<file path="src/verilog/lpic_pkg.sv">
`default_nettype none

package lpic_pkg;

	// ****************************************
	// Register map
	// ****************************************
	localparam int ADDR_W = 12;
	localparam logic [11:0] OFS_SCL_LOW = 12'h000;
	localparam logic [11:0] OFS_CTRL = 12'h004;
	localparam logic [11:0] OFS_STATUS = 12'h008;
	localparam logic [11:0] OFS_TIMEOUT = 12'h00c;
	localparam logic [11:0] OFS_SCL_HIGH = 12'h014;
	localparam logic [11:0] OFS_SDA_DUTY = 12'h018;
	localparam logic [11:0] OFS_START_WAIT = 12'h01c;
	localparam logic [11:0] OFS_STOP_WAIT = 12'h020;
	localparam logic [11:0] OFS_EVT_CLR = 12'h024;
	localparam logic [11:0] OFS_EVT_RAW = 12'h028;
	localparam logic [11:0] OFS_EVT_ST = 12'h02c;
	localparam logic [11:0] OFS_EVT_ENA = 12'h030;
	localparam logic [11:0] OFS_RDATA = 12'h034;
	localparam logic [11:0] OFS_CMD0 = 12'h038;
	localparam logic [11:0] OFS_XFER_CTRL = 12'h058;
	localparam logic [11:0] OFS_TGT0 = 12'h080;
	localparam logic [11:0] OFS_PIN_ROUTE = 12'h090;

	// ****************************************
	// Field positions and sizes
	// ****************************************
	localparam logic [2:0] NUM_CMD = 3'd7;
	localparam logic [2:0] NUM_WR_CMD = 3'd2;
	localparam int NUM_EVT = 9;
	localparam int CTRL_MASTER_BIT = 0;
	localparam int CMD_SLOT_LSB = 8;
	localparam int CMD_DONE_BIT = 31;
	localparam int XC_REG_LSB = 11;
	localparam int XC_DATA_LSB = 19;
	localparam int XC_START_BIT = 27;
	localparam int XC_FORCE_BIT = 28;
	localparam int TGT_HI_LSB = 11;
	localparam int ROUTE_SDA_LSB = 2;

	// Event numbering in the raw register
	localparam int EV_SLAVE_DONE = 0;
	localparam int EV_ARB_LOST = 1;
	localparam int EV_MASTER_DONE = 2;
	localparam int EV_STOP_SEEN = 3;
	localparam int EV_TIMEOUT = 4;
	localparam int EV_ACK_ERR = 5;
	localparam int EV_RX_DATA = 6;
	localparam int EV_TX_DATA = 7;
	localparam int EV_START_SEEN = 8;

	// ****************************************
	// Reset values
	// ****************************************
	localparam logic [15:0] RST_SCL_LOW = 16'h0028;
	localparam logic [15:0] RST_SCL_HIGH = 16'h0028;
	localparam logic [15:0] RST_SDA_DUTY = 16'h0010;
	localparam logic [15:0] RST_START_WAIT = 16'h001e;
	localparam logic [15:0] RST_STOP_WAIT = 16'h002c;
	localparam logic [19:0] RST_TIMEOUT = 20'h000c8;
	localparam logic [3:0] RST_ROUTE = 4'h4;

	// ****************************************
	// Types
	// ****************************************
	typedef struct packed {
		logic [15:0] scl_low;
		logic [15:0] scl_high;
		logic [15:0] sda_duty;
		logic [15:0] start_wait;
		logic [15:0] stop_wait;
		logic [19:0] timeout;
	} lpic_timing_s;

	typedef enum logic [2:0] {
		BUS_IDLE, BUS_START, BUS_LOW, BUS_HIGH, BUS_RS_LOW, BUS_RS_HIGH, BUS_STOP_LOW,
		BUS_STOP_HIGH
	} lpic_bus_e;

	typedef enum logic [1:0] {
		STEP_ADDR_W, STEP_REG, STEP_ADDR2, STEP_DATA
	} lpic_step_e;

endpackage : lpic_pkg

`default_nettype wire

</file>
<file path="src/verilog/lpic_top.sv">
// The address map and the strobed register port were left to the implementer.
`timescale 1ns/10ps
`default_nettype none
module lpic_top
	import lpic_pkg::*;
(
	input wire logic CLK,
	input wire logic RST,
	input wire logic [11:0] ADDR,
	input wire logic [31:0] WDATA,
	input wire logic WR,
	input wire logic RD,
	output var logic [31:0] RDATA,
	input wire logic [3:0] PIN_IN,
	output var logic [3:0] PIN_OUT,
	output var logic [3:0] PIN_OE
);

	// ****************************************
	// Declarations
	// ****************************************
	lpic_timing_s tim_reg;
	logic master_mode_reg;
	logic [31:0] xfer_ctrl_reg;
	logic [3:0] route_reg;
	logic [6:0] tgt_reg [0:7];
	logic [10:0] cmd_reg [0:7];
	logic [6:0] cmd_done_reg;
	logic [8:0] raw_reg;
	logic [8:0] ena_reg;
	logic [7:0] rdata_reg;
	logic [3:0] pin_meta_reg;
	logic [3:0] pin_sync_reg;
	logic scl_prev_reg, sda_prev_reg, go_prev_reg;
	lpic_bus_e state_reg, state_next;
	lpic_step_e step_reg, step_next;
	logic [15:0] cnt_reg, cnt_next;
	logic [3:0] bit_reg, bit_next;
	logic [8:0] sh_reg, sh_next;
	logic [7:0] rx_reg, rx_next;
	logic [7:0] bc_reg, bc_next;
	logic [2:0] idx_reg, idx_next;
	logic run_reg, run_next;
	logic scl_low_reg, scl_low_next;
	logic sda_low_reg, sda_low_next;
	logic [19:0] to_cnt_reg;
	logic [8:0] ev_reg, ev_next;
	logic [7:0] rdata_next;
	logic cmd_fin;
	logic [31:0] rd_mux;
	logic [3:0] oe_next;

	function automatic logic low_done(input logic [15:0] cnt, input logic [15:0] lim,
		input logic [15:0] duty);
		low_done = (cnt >= lim) && (cnt > duty);
	endfunction : low_done

	// ****************************************
	// Decoding
	// ****************************************
	wire [11:0] cmd_off = ADDR - OFS_CMD0;
	wire [2:0] cmd_sel = cmd_off[4:2];
	wire cmd_hit = (cmd_off[11:5] == 7'h00) && (cmd_off[1:0] == 2'h0) && (cmd_sel != NUM_CMD);
	wire [11:0] tgt_off = ADDR - OFS_TGT0;
	wire [1:0] tgt_sel = tgt_off[3:2];
	wire tgt_hit = (tgt_off[11:4] == 8'h00) && (tgt_off[1:0] == 2'h0);
	wire scl_in = pin_sync_reg[route_reg[1:0]];
	wire sda_in = pin_sync_reg[route_reg[3:2]];
	wire [10:0] cur_cmd = cmd_reg[idx_reg];
	wire [7:0] cur_bytes = cur_cmd[7:0];
	wire [6:0] cur_tgt = tgt_reg[cur_cmd[10:8]];
	wire is_read = idx_reg >= NUM_WR_CMD;
	wire [7:0] reg_fld = xfer_ctrl_reg[XC_REG_LSB +: 8];
	wire [7:0] wdata_fld = xfer_ctrl_reg[XC_DATA_LSB +: 8];
	wire go = xfer_ctrl_reg[XC_START_BIT] & xfer_ctrl_reg[XC_FORCE_BIT];
	wire go_take = go & ~go_prev_reg & master_mode_reg & (state_reg == BUS_IDLE) & ~run_reg;
	wire rx_phase = (step_reg == STEP_DATA) && is_read;
	wire wr_load = (step_reg == STEP_DATA) && !is_read && (bit_reg == 4'd0);
	wire tx_bit = wr_load ? wdata_fld[7] : sh_reg[8];
	wire scl_edge = scl_in ^ scl_prev_reg;
	wire start_seen = scl_in & scl_prev_reg & sda_prev_reg & ~sda_in;
	wire stop_seen = scl_in & scl_prev_reg & ~sda_prev_reg & sda_in;
	wire [7:0] bc_inc = bc_reg + 8'd1;
	wire [8:0] clr_vec = (WR && ADDR == OFS_EVT_CLR) ? WDATA[NUM_EVT:1] : 9'h000;
	wire [8:0] st_vec = raw_reg & ena_reg;

	// ****************************************
	// Bus sequencer
	// ****************************************
	always_comb
	begin
		state_next = state_reg;
		step_next = step_reg;
		cnt_next = cnt_reg + 16'd1;
		bit_next = bit_reg;
		sh_next = sh_reg;
		rx_next = rx_reg;
		bc_next = bc_reg;
		idx_next = idx_reg;
		run_next = run_reg;
		scl_low_next = scl_low_reg;
		sda_low_next = sda_low_reg;
		ev_next = 9'h000;
		rdata_next = rdata_reg;
		cmd_fin = 1'b0;
		case (state_reg)
			BUS_IDLE:
			begin
				cnt_next = 16'd0;
				scl_low_next = 1'b0;
				sda_low_next = 1'b0;
				if (go_take)
				begin
					run_next = 1'b1;
					idx_next = 3'd0;
				end
				else if (run_reg)
				begin
					if (idx_reg == NUM_CMD)
						run_next = 1'b0;
					else if (cur_bytes == 8'd0)
						idx_next = idx_reg + 3'd1;
					else
					begin
						state_next = BUS_START;
						sda_low_next = 1'b1;
						step_next = STEP_ADDR_W;
						sh_next = {cur_tgt, 1'b0, 1'b1};
						bc_next = 8'd0;
					end
				end
			end
			BUS_START:
			begin
				if (cnt_reg >= tim_reg.start_wait)
				begin
					scl_low_next = 1'b1;
					state_next = BUS_LOW;
					cnt_next = 16'd0;
					bit_next = 4'd0;
				end
			end
			BUS_LOW:
			begin
				if (cnt_reg == tim_reg.sda_duty)
				begin
					sda_low_next = ~tx_bit;
					if (wr_load)
						sh_next = {wdata_fld, 1'b1};
				end
				if (low_done(cnt_reg, tim_reg.scl_low, tim_reg.sda_duty))
				begin
					scl_low_next = 1'b0;
					state_next = BUS_HIGH;
					cnt_next = 16'd0;
				end
			end
			BUS_HIGH:
			begin
				if (!scl_in)
					cnt_next = 16'd0;
				else if (cnt_reg >= tim_reg.scl_high)
				begin
					scl_low_next = 1'b1;
					state_next = BUS_LOW;
					cnt_next = 16'd0;
					bit_next = bit_reg + 4'd1;
					sh_next = {sh_reg[7:0], 1'b1};
					if (bit_reg < 4'd8)
						rx_next = {rx_reg[6:0], sda_in};
					if (bit_reg < 4'd8 && !rx_phase && !sda_low_reg && !sda_in)
					begin
						ev_next[EV_ARB_LOST] = 1'b1;
						state_next = BUS_IDLE;
						run_next = 1'b0;
						scl_low_next = 1'b0;
					end
					else if (bit_reg == 4'd8 && !rx_phase && sda_in)
					begin
						ev_next[EV_ACK_ERR] = 1'b1;
						idx_next = NUM_CMD;
						state_next = BUS_STOP_LOW;
					end
					else if (bit_reg == 4'd8)
					begin
						bit_next = 4'd0;
						case (step_reg)
							STEP_ADDR_W:
							begin
								step_next = STEP_REG;
								sh_next = {reg_fld, 1'b1};
							end
							STEP_REG:
							begin
								step_next = STEP_ADDR2;
								state_next = BUS_RS_LOW;
								sh_next = {cur_tgt, is_read, 1'b1};
							end
							STEP_ADDR2:
							begin
								step_next = STEP_DATA;
								sh_next = {8'hff, cur_bytes == 8'd1};
							end
							default:
							begin
								bc_next = bc_inc;
								if (is_read)
								begin
									rdata_next = rx_reg;
									ev_next[EV_RX_DATA] = 1'b1;
									sh_next = {8'hff, (bc_inc + 8'd1) == cur_bytes};
								end
								else
									ev_next[EV_TX_DATA] = 1'b1;
								if (bc_inc == cur_bytes)
								begin
									cmd_fin = 1'b1;
									idx_next = idx_reg + 3'd1;
									state_next = BUS_STOP_LOW;
								end
							end
						endcase
					end
				end
			end
			BUS_RS_LOW:
			begin
				if (cnt_reg == tim_reg.sda_duty)
					sda_low_next = 1'b0;
				if (low_done(cnt_reg, tim_reg.scl_low, tim_reg.sda_duty))
				begin
					scl_low_next = 1'b0;
					state_next = BUS_RS_HIGH;
					cnt_next = 16'd0;
				end
			end
			BUS_RS_HIGH:
			begin
				if (!scl_in)
					cnt_next = 16'd0;
				else if (cnt_reg >= tim_reg.scl_high)
				begin
					sda_low_next = 1'b1;
					state_next = BUS_START;
					cnt_next = 16'd0;
				end
			end
			BUS_STOP_LOW:
			begin
				if (cnt_reg == tim_reg.sda_duty)
					sda_low_next = 1'b1;
				if (low_done(cnt_reg, tim_reg.scl_low, tim_reg.sda_duty))
				begin
					scl_low_next = 1'b0;
					state_next = BUS_STOP_HIGH;
					cnt_next = 16'd0;
				end
			end
			BUS_STOP_HIGH:
			begin
				if (!scl_in)
					cnt_next = 16'd0;
				else if (cnt_reg >= tim_reg.stop_wait)
				begin
					sda_low_next = 1'b0;
					state_next = BUS_IDLE;
					ev_next[EV_MASTER_DONE] = 1'b1;
				end
			end
			default:
				state_next = BUS_IDLE;
		endcase
		if (state_reg != BUS_IDLE && to_cnt_reg >= tim_reg.timeout)
		begin
			ev_next = 9'h000;
			ev_next[EV_TIMEOUT] = 1'b1;
			cmd_fin = 1'b0;
			state_next = BUS_IDLE;
			run_next = 1'b0;
			scl_low_next = 1'b0;
			sda_low_next = 1'b0;
		end
		ev_next[EV_START_SEEN] = start_seen;
		ev_next[EV_STOP_SEEN] = stop_seen;
		ev_next[EV_SLAVE_DONE] = stop_seen & (state_reg == BUS_IDLE) & ~run_reg;
	end

	// ****************************************
	// Pin routing and read mux
	// ****************************************
	always_comb
	begin
		for (int i = 0; i < 4; i++)
			oe_next[i] = (route_reg[1:0] == i[1:0] && scl_low_reg) ||
				(route_reg[3:2] == i[1:0] && sda_low_reg);
	end

	always_comb
	begin
		rd_mux = 32'h0000_0000;
		case (ADDR)
			OFS_SCL_LOW: rd_mux = {16'h0000, tim_reg.scl_low};
			OFS_SCL_HIGH: rd_mux = {16'h0000, tim_reg.scl_high};
			OFS_SDA_DUTY: rd_mux = {16'h0000, tim_reg.sda_duty};
			OFS_START_WAIT: rd_mux = {16'h0000, tim_reg.start_wait};
			OFS_STOP_WAIT: rd_mux = {16'h0000, tim_reg.stop_wait};
			OFS_TIMEOUT: rd_mux = {12'h000, tim_reg.timeout};
			OFS_CTRL: rd_mux = {31'h0000_0000, master_mode_reg};
			OFS_STATUS: rd_mux = {24'h00_0000, idx_reg, state_reg, run_reg, state_reg != BUS_IDLE};
			OFS_EVT_RAW: rd_mux = {23'h00_0000, raw_reg};
			OFS_EVT_ENA: rd_mux = {22'h00_0000, ena_reg, 1'b0};
			OFS_EVT_ST: rd_mux = {22'h00_0000, st_vec, 1'b0};
			OFS_RDATA: rd_mux = {24'h00_0000, rdata_reg};
			OFS_XFER_CTRL: rd_mux = xfer_ctrl_reg;
			OFS_PIN_ROUTE: rd_mux = {28'h000_0000, route_reg};
			default:
			begin
				if (cmd_hit)
					rd_mux = {cmd_done_reg[cmd_sel], 20'h0_0000, cmd_reg[cmd_sel]};
				else if (tgt_hit)
					rd_mux = {14'h0000, tgt_reg[{tgt_sel, 1'b0}], 4'h0, tgt_reg[{tgt_sel, 1'b1}]};
			end
		endcase
	end

	// ****************************************
	// Engine registers
	// ****************************************
	always_ff @(posedge CLK or posedge RST)
	begin
		if (RST)
		begin
			state_reg <= BUS_IDLE;
			step_reg <= STEP_ADDR_W;
			cnt_reg <= 16'd0;
			bit_reg <= 4'd0;
			sh_reg <= 9'h1ff;
			rx_reg <= 8'h00;
			bc_reg <= 8'h00;
			idx_reg <= 3'd0;
			run_reg <= 1'b0;
			scl_low_reg <= 1'b0;
			sda_low_reg <= 1'b0;
			ev_reg <= 9'h000;
			rdata_reg <= 8'h00;
		end
		else
		begin
			state_reg <= state_next;
			step_reg <= step_next;
			cnt_reg <= cnt_next;
			bit_reg <= bit_next;
			sh_reg <= sh_next;
			rx_reg <= rx_next;
			bc_reg <= bc_next;
			idx_reg <= idx_next;
			run_reg <= run_next;
			scl_low_reg <= scl_low_next;
			sda_low_reg <= sda_low_next;
			ev_reg <= ev_next;
			rdata_reg <= rdata_next;
		end
	end

	always_ff @(posedge CLK or posedge RST)
	begin
		if (RST)
		begin
			pin_meta_reg <= 4'hf;
			pin_sync_reg <= 4'hf;
			scl_prev_reg <= 1'b1;
			sda_prev_reg <= 1'b1;
			go_prev_reg <= 1'b0;
			to_cnt_reg <= 20'h00000;
			PIN_OE <= 4'h0;
			PIN_OUT <= 4'h0;
			RDATA <= 32'h0000_0000;
		end
		else
		begin
			pin_meta_reg <= PIN_IN;
			pin_sync_reg <= pin_meta_reg;
			scl_prev_reg <= scl_in;
			sda_prev_reg <= sda_in;
			go_prev_reg <= go;
			to_cnt_reg <= (state_reg == BUS_IDLE || scl_edge) ? 20'h00000 : to_cnt_reg + 20'h00001;
			PIN_OE <= oe_next;
			PIN_OUT <= 4'h0;
			RDATA <= RD ? rd_mux : 32'h0000_0000;
		end
	end

	// ****************************************
	// Software registers
	// ****************************************
	always_ff @(posedge CLK or posedge RST)
	begin
		if (RST)
		begin
			tim_reg <= {RST_SCL_LOW, RST_SCL_HIGH, RST_SDA_DUTY, RST_START_WAIT, RST_STOP_WAIT,
				RST_TIMEOUT};
			master_mode_reg <= 1'b0;
			xfer_ctrl_reg <= 32'h0000_0000;
			route_reg <= RST_ROUTE;
			raw_reg <= 9'h000;
			ena_reg <= 9'h000;
			cmd_done_reg <= 7'h00;
			for (int i = 0; i < 8; i++)
			begin
				tgt_reg[i] <= 7'h00;
				cmd_reg[i] <= 11'h000;
			end
		end
		else
		begin
			raw_reg <= (raw_reg & ~clr_vec) | ev_reg;
			if (go_take)
				cmd_done_reg <= 7'h00;
			else if (cmd_fin)
				cmd_done_reg[idx_reg] <= 1'b1;
			if (WR)
			begin
				case (ADDR)
					OFS_SCL_LOW: tim_reg.scl_low <= WDATA[15:0];
					OFS_SCL_HIGH: tim_reg.scl_high <= WDATA[15:0];
					OFS_SDA_DUTY: tim_reg.sda_duty <= WDATA[15:0];
					OFS_START_WAIT: tim_reg.start_wait <= WDATA[15:0];
					OFS_STOP_WAIT: tim_reg.stop_wait <= WDATA[15:0];
					OFS_TIMEOUT: tim_reg.timeout <= WDATA[19:0];
					OFS_CTRL: master_mode_reg <= WDATA[CTRL_MASTER_BIT];
					OFS_EVT_ENA: ena_reg <= WDATA[NUM_EVT:1];
					OFS_XFER_CTRL: xfer_ctrl_reg <= WDATA;
					OFS_PIN_ROUTE: route_reg <= WDATA[3:0];
					default:
					begin
						if (cmd_hit)
							cmd_reg[cmd_sel] <= WDATA[10:0];
						if (tgt_hit)
						begin
							tgt_reg[{tgt_sel, 1'b0}] <= WDATA[TGT_HI_LSB +: 7];
							tgt_reg[{tgt_sel, 1'b1}] <= WDATA[6:0];
						end
					end
				endcase
			end
		end
	end

endmodule : lpic_top

`default_nettype wire

</file>
<file path="config.mk">
export PLATFORM = sky130hd
export DESIGN_NAME = lpic_top
export DESIGN_NICKNAME = d
export VERILOG_FILES = /design/src/verilog/lpic_pkg.sv /design/src/verilog/lpic_top.sv
export SDC_FILE = /design/constraint.sdc
export NUM_CORES = 1
export LEC_CHECK = 0
export BUFFER_PORTS_ARGS = -buffer_cell sky130_fd_sc_hd__buf_2
export CAP_MARGIN = 40
export CORE_MARGIN = 2
export CORE_UTILIZATION = 55
export CTS_CLUSTER_DIAMETER = 50
export DETAILED_ROUTE_END_ITERATION = 12
export PLACE_DENSITY = 0.72
export SLEW_MARGIN = 30
export SYNTH_ARGS = -nofsm -noshare
export SYNTH_HDL_FRONTEND = slang
export SYNTH_SLANG_ARGS = --single-unit
</file>
<file path="constraint.sdc">
create_clock -name CLK -period 27.9 [get_ports CLK]
set_input_delay 4.185 -clock CLK [delete_from_list [all_inputs] [get_ports CLK]]
set_output_delay 4.185 -clock CLK [all_outputs]
set_load 0.005 [all_outputs]
</file>
=== Word-level counts from Yosys, hierarchy flattened ===
Cells that the tools add are included.

* Bits in registers: 446
* Bits in latches: 0
* Memory bits (writable): 0
* Bits in read-only memories: 0
* Bits of input ports: 52
* Output and inout bits: 40
* Word-level logic and storage cells: 446
* Memories: 0

* $add $sub $neg: 8
* Multipliers: 0
* Div/mod/pow operators: 0
* Magnitude comparators: 21
* Equal/unequal tests: 76
* Shift operators: 0
* Mux-type cells: 178
* Bitwise operators: 32
* Reductions and logical operators: 82

{| class="wikitable"
|+ Operators by type and width
! operator !! number
|-
| $pmux 32 s14 || 1
|-
| $mux 9 || 13
|-
| $bwmux 56 || 2
|-
| $mux 3 || 34
|-
| $bwmux 88 || 1
|-
| $mux 8 || 11
|-
| $mux 16 || 5
|-
| $pmux 16 s5 || 1
|-
| $ne 3x3->1 const B || 25
|-
| $eq 12x6->1 const B || 6
|-
| $mux 7 || 10
|-
| $bmux 11 s3 || 2
|-
| $ge 16x16->1 || 4
|-
| $mux 32 || 2
|-
| $bmux 7 s3 || 3
|-
| $mux 11 || 5
|-
| $pmux 9 s3 || 2
|-
| $mux 1 || 49
|-
| $demux 7 s3 || 2
|-
| $eq 12x5->1 const B || 3
|-
| $demux 11 s3 || 1
|-
| $logic_and 1x1->1 || 26
|-
| $ne 2x2->1 const B || 13
|-
| $eq 12x4->1 const B || 2
|-
| 78 further kinds || 174
|}

=== Longest topological paths before layout ===
* Word-level depth: 16
* Depth in mapped cells: 15

=== Worst setup path before layout ===
No wires, ideal clock.

* Path type: in2reg
* From: input ADDR[3]
* To: register cmd_reg[77] (netlist name)
* Library setup time: 0.125 ns
* Arrival time: 7.083 ns
* Required time: 27.775 ns
* Slack: 20.692 ns
* Cell stages on the path: 12
* Cell sequence: buf_2 > buf_1 > clkbuf_1 > inv_1 > ha_1 > buf_1 > a21oi_1 > o2111ai_1 > nor4_2 > and2_1 > buf_2 > mux2_2

* Word-level cells in the longest chain between the ends: 7
* Elaborated cells between the ends (all ways): 25

{| class="wikitable"
|+ RTL lines
! item !! RTL line !! source
|-
| start: declaration || lpic_top.sv:9 || <nowiki>input wire logic [11:0] ADDR,</nowiki>
|-
| $sub 12x6->12 || lpic_top.sv:61 || <nowiki>wire [11:0] cmd_off = ADDR - OFS_CMD0;</nowiki>
|-
| $not 3->4 (implied by the code) || lpic_top.sv:437 || <nowiki>cmd_reg[cmd_sel] <= WDATA[10:0];</nowiki>
|-
| $ge 4x4->1 (implied by the code) / $lt 4x1->1 (equally long branches) || lpic_top.sv:437 ||
|-
| $logic_and 1x1->1 (implied by the code) || lpic_top.sv:437 ||
|-
| $mux 11 (implied by the code) || lpic_top.sv:437 ||
|-
| $demux 11 s3 || lpic_top.sv:437 ||
|-
| $bwmux 88 || lpic_top.sv:437 ||
|-
| end signal: indexed assignment || lpic_top.sv:437 ||
|-
| end: declaration || lpic_top.sv:27 || <nowiki>logic [10:0] cmd_reg [0:7];</nowiki>
|}

Parallel ways exist; a longest one is shown, timed or not.
A chain may end at the register's enable or synchronous reset.

=== Worst setup path after layout ===
* From: input ADDR[3]
* To: register cmd_reg[63] (netlist name)

The elaborated chain is that of the path after synthesis.

==> results.sh <==
export IMPL_dr_wl_met3_mm=6.116
export IMPL_p_sw_mw=0.3301
export IMPL_r2r_end="sh_reg[1]"
export IMPL_yosysMostFrequentCell="dfrtp_1"
export IMPL_hold_buffers=0
export IMPL_tns_ns=0
export IMPL_dp_hpwl_mm=52.17
export IMPL_htree_levels=2
export IMPL_clock_latency_ns=0.61
export IMPL_die_x_um=215.0
export IMPL_power_frac_comb_pct=3.9
export IMPL_power_density_mw_per_mm2=51.99
export IMPL_root_buffer="clkbuf_16"
export IMPL_critPathLaunchType="input pin"
export IMPL_status="complete, no violations"
export IMPL_drt_total_wl_mm=73.38
export IMPL_dpl_worst_slack_ns=19.85
export IMPL_p_int_mw=1.094
export IMPL_holdCritStartpoint="pin_meta_reg[2]"
export IMPL_clk_pin_slew_worst_paths_ns=0.06
export IMPL_hold_depth=0
export IMPL_synth_seq_area_share_pct=45.77
export IMPL_portBuffers=87
export IMPL_path_max_fanout=48
export IMPL_grt_pass1_wl_mm=114.2
export IMPL_setup_viol=0
export IMPL_setup_slack_ns=20.54
export IMPL_fill_cells=3460
export IMPL_synth_seq_cells=446
export IMPL_cts_path_max_buffers=3
export IMPL_dieArea_mm2=0.04621
export IMPL_cp_data_required_time_ns=28.39
export IMPL_syn_avg_cell_area_um2=11.34
export IMPL_core_mm2=0.04403
export IMPL_synth_cell_type_count=93
export IMPL_seq_power_share_pct=45.9
export IMPL_met1Wirelength_mm=29.27
export IMPL_clock_sinks=446
export IMPL_first_pass_iters=6
export IMPL_start_util_pct=55.60
export IMPL_ys_top_cells_by_count="411 x dfrtp_1, 325 x mux2_2, 136 x nand2_1"
export IMPL_period_share_pct=26.39
export IMPL_max_freq_ghz=0.1358
export IMPL_yosysTopAreaCell="dfrtp_1"
export IMPL_drt_wirelength_per_cell_um=25.70
export IMPL_skew_ns=0.02023
export IMPL_ys_warn_count=0
export IMPL_min_path_type="flop to flop"
export IMPL_max_cap_viol_count=0
export IMPL_routed_via_density=6.444
export IMPL_ant_nets=0
export IMPL_postCtsSetupRepairBufs=0
export IMPL_rrSetupSlack_ns=23.79
export IMPL_pin_count=92
export IMPL_finalHoldViolations=0
export IMPL_end_kind="flop"
export IMPL_synth_area_leaders="dfrtp_1 42%, mux2_2 15%, ha_1 6.2%"
export IMPL_hold_path_end="pin_sync_reg[2]"
export IMPL_area_growth_pct=11.89
export IMPL_place_gp_congestion=0.9663
export IMPL_highest_layer="met4"
export IMPL_peakVddDrop_mv=0.04739
export IMPL_grt_total_usage_pct=32.17
export IMPL_cts_buffers=51
export IMPL_sw_frac_of_total_pct=23.18
export IMPL_yosys_most_used_dff="dfrtp_1"
export IMPL_tightest_slew_ns=0.9230
export IMPL_largest_reg_flops=100
export IMPL_overflow=0
export IMPL_die_h_um=215.0
export IMPL_dr_wl_met2_mm=34.11
export IMPL_placedCellCount=2748
export IMPL_maxSlewViolCount=0
export IMPL_leakage_nw=12.90
export IMPL_fin_crit_ns=7.363
export IMPL_netlist_area_mm2=0.02448
export IMPL_r2r_start="idx_reg[1]"
export IMPL_p_clk_share_pct=50.2
export IMPL_grt_pass1_vias=18740
export IMPL_antenna_found_initial=4
export IMPL_dr_total_vias=18400
export IMPL_yosysTopAreaCellShare_pct=42.02
export IMPL_grt_max_degree=173
export IMPL_drive_gt1_share_pct=28.87
export IMPL_relSlewSlack_pct=37.82
export IMPL_route_detailed_drc=0
export IMPL_synthCells=2158
export IMPL_p_total_mw=1.424
export IMPL_num_rows=77
export IMPL_rsz0062_at_grt="no"
export IMPL_layout_nets=2392
export IMPL_cp_arrival_ns=7.85
export IMPL_stdcell_count=2855
export IMPL_critPathKind="input pin to flop"
export IMPL_synth_edf_count=0
export IMPL_reg2regPathDepth=10
export IMPL_async_flop_share_pct=100.0
export IMPL_cts_tree="done"
export IMPL_post_cts_resized=0
export IMPL_drt_iter0_drc=1932
## worst max path at each step
stage / startpoint / endpoint / cells after the start
finish: ADDR[3] / cmd_reg[63] / 9
global route: ADDR[3] / cmd_reg[12] / 10
detailed placement: ADDR[2] / cmd_reg[21] / 10
floorplan: RST / PIN_OE[0] / 1
global placement: ADDR[3] / cmd_reg[63] / 9
CTS: ADDR[2] / cmd_reg[20] / 10
## cell families after synthesis
family	after synthesis	share of synthesized area, %
multiplexers	420	20.99
buffers and inverters	258	4.406
AO/OA/AOI/OAI	406	11.61
flip-flops	446	45.77
AND/OR/NAND/NOR	457	9.206
adder cells (fa/ha/maj)	122	6.226
other	1	0.01532
XOR/XNOR	48	1.774
## metal layers
| metal | vias up | track usage (%) |
|---|---|---|
| met3 | 206 | 6.483 |
| met5 | - | 0 |
| li1 | 8010 | - |
| met4 | 0 | 14.86 |
| met2 | 870 | 50.58 |
| met1 | 9312 | 43.17 |
## worst max-delay path, cell delays in order
cell and delay (ns):
buf_2 0.08, buf_4 0.57, inv_1 0.20, ha_1 0.62, a21oi_1 0.27, o2111ai_1 0.33
nor4_2 0.56, and2_1 0.58, mux2_2 0.40
## area by class of cell
cell class                      count  area (um2)  area share (%)
Clock buffer                       65        1419           5.180
Clock inverter                     31       387.9           1.416
Timing Repair Buffer              130       885.9           3.234
Multi-Input combinational cell   1457       12240           44.69
Antenna cell                        1       2.502        0.009136
Sequential cell                   446       11210           40.91
Tap cell                          592       740.7           2.704
Inverter                          133       506.7           1.850
## stage by stage
| stage | hold slack [ns] | instance area, um2 | utilization, % |
|---|---|---|---|
| floorplan | 0.3452 | 24490 | - |
| global placement | 0.3465 | 25280 | 57.43 |
| detailed placement | 0.3468 | 25430 | 57.77 |
| CTS | 0.3574 | 27240 | 61.87 |
| global route | 0.3628 | 27390 | 62.21 |
| finish | 0.3564 | 27390 | 62.21 |
## cells in the final DEF (no fill, tap or decap), types with 8 or more instances in the layout
master       n
a21o_1      41
nor2b_1     15
a31oi_1     14
clkbuf_8     9
mux2i_1     48
a22o_1      10
a22oi_1     22
nand3_1     33
ha_1       121
mux4_2      41
o21a_1       9
dfstp_2     35
a211oi_1    12
nand4_1     18
a222oi_1    25
o21ai_0     80
xnor2_1     22
xor2_1      25
nand2b_1    17
buf_4       20
nand2_1    136
inv_1      131
dfrtp_1    410
buf_2       94
a21oi_1     78
nand3b_1     8
a221o_1      8
or3_1       14
mux2_2     325
and3_1      25
o211ai_1    11
nor2_1     110
clkbuf_16   51
a221oi_1    18
nor3_1      34
## power groups by stage
| stage | clock network (mW) | logic [mW] | registers [mW] |
|---|---|---|---|
| global route | 0.749 | 0.0605 | 0.653 |
| global placement | 0 | 0.0519 | 0.665 |
| floorplan | 0 | 0.0314 | 0.664 |
| CTS | 0.723 | 0.0538 | 0.653 |
| finish | 0.715 | 0.0556 | 0.654 |
| detailed placement | 0 | 0.0536 | 0.665 |
Power figures use the tool's default switching activity.
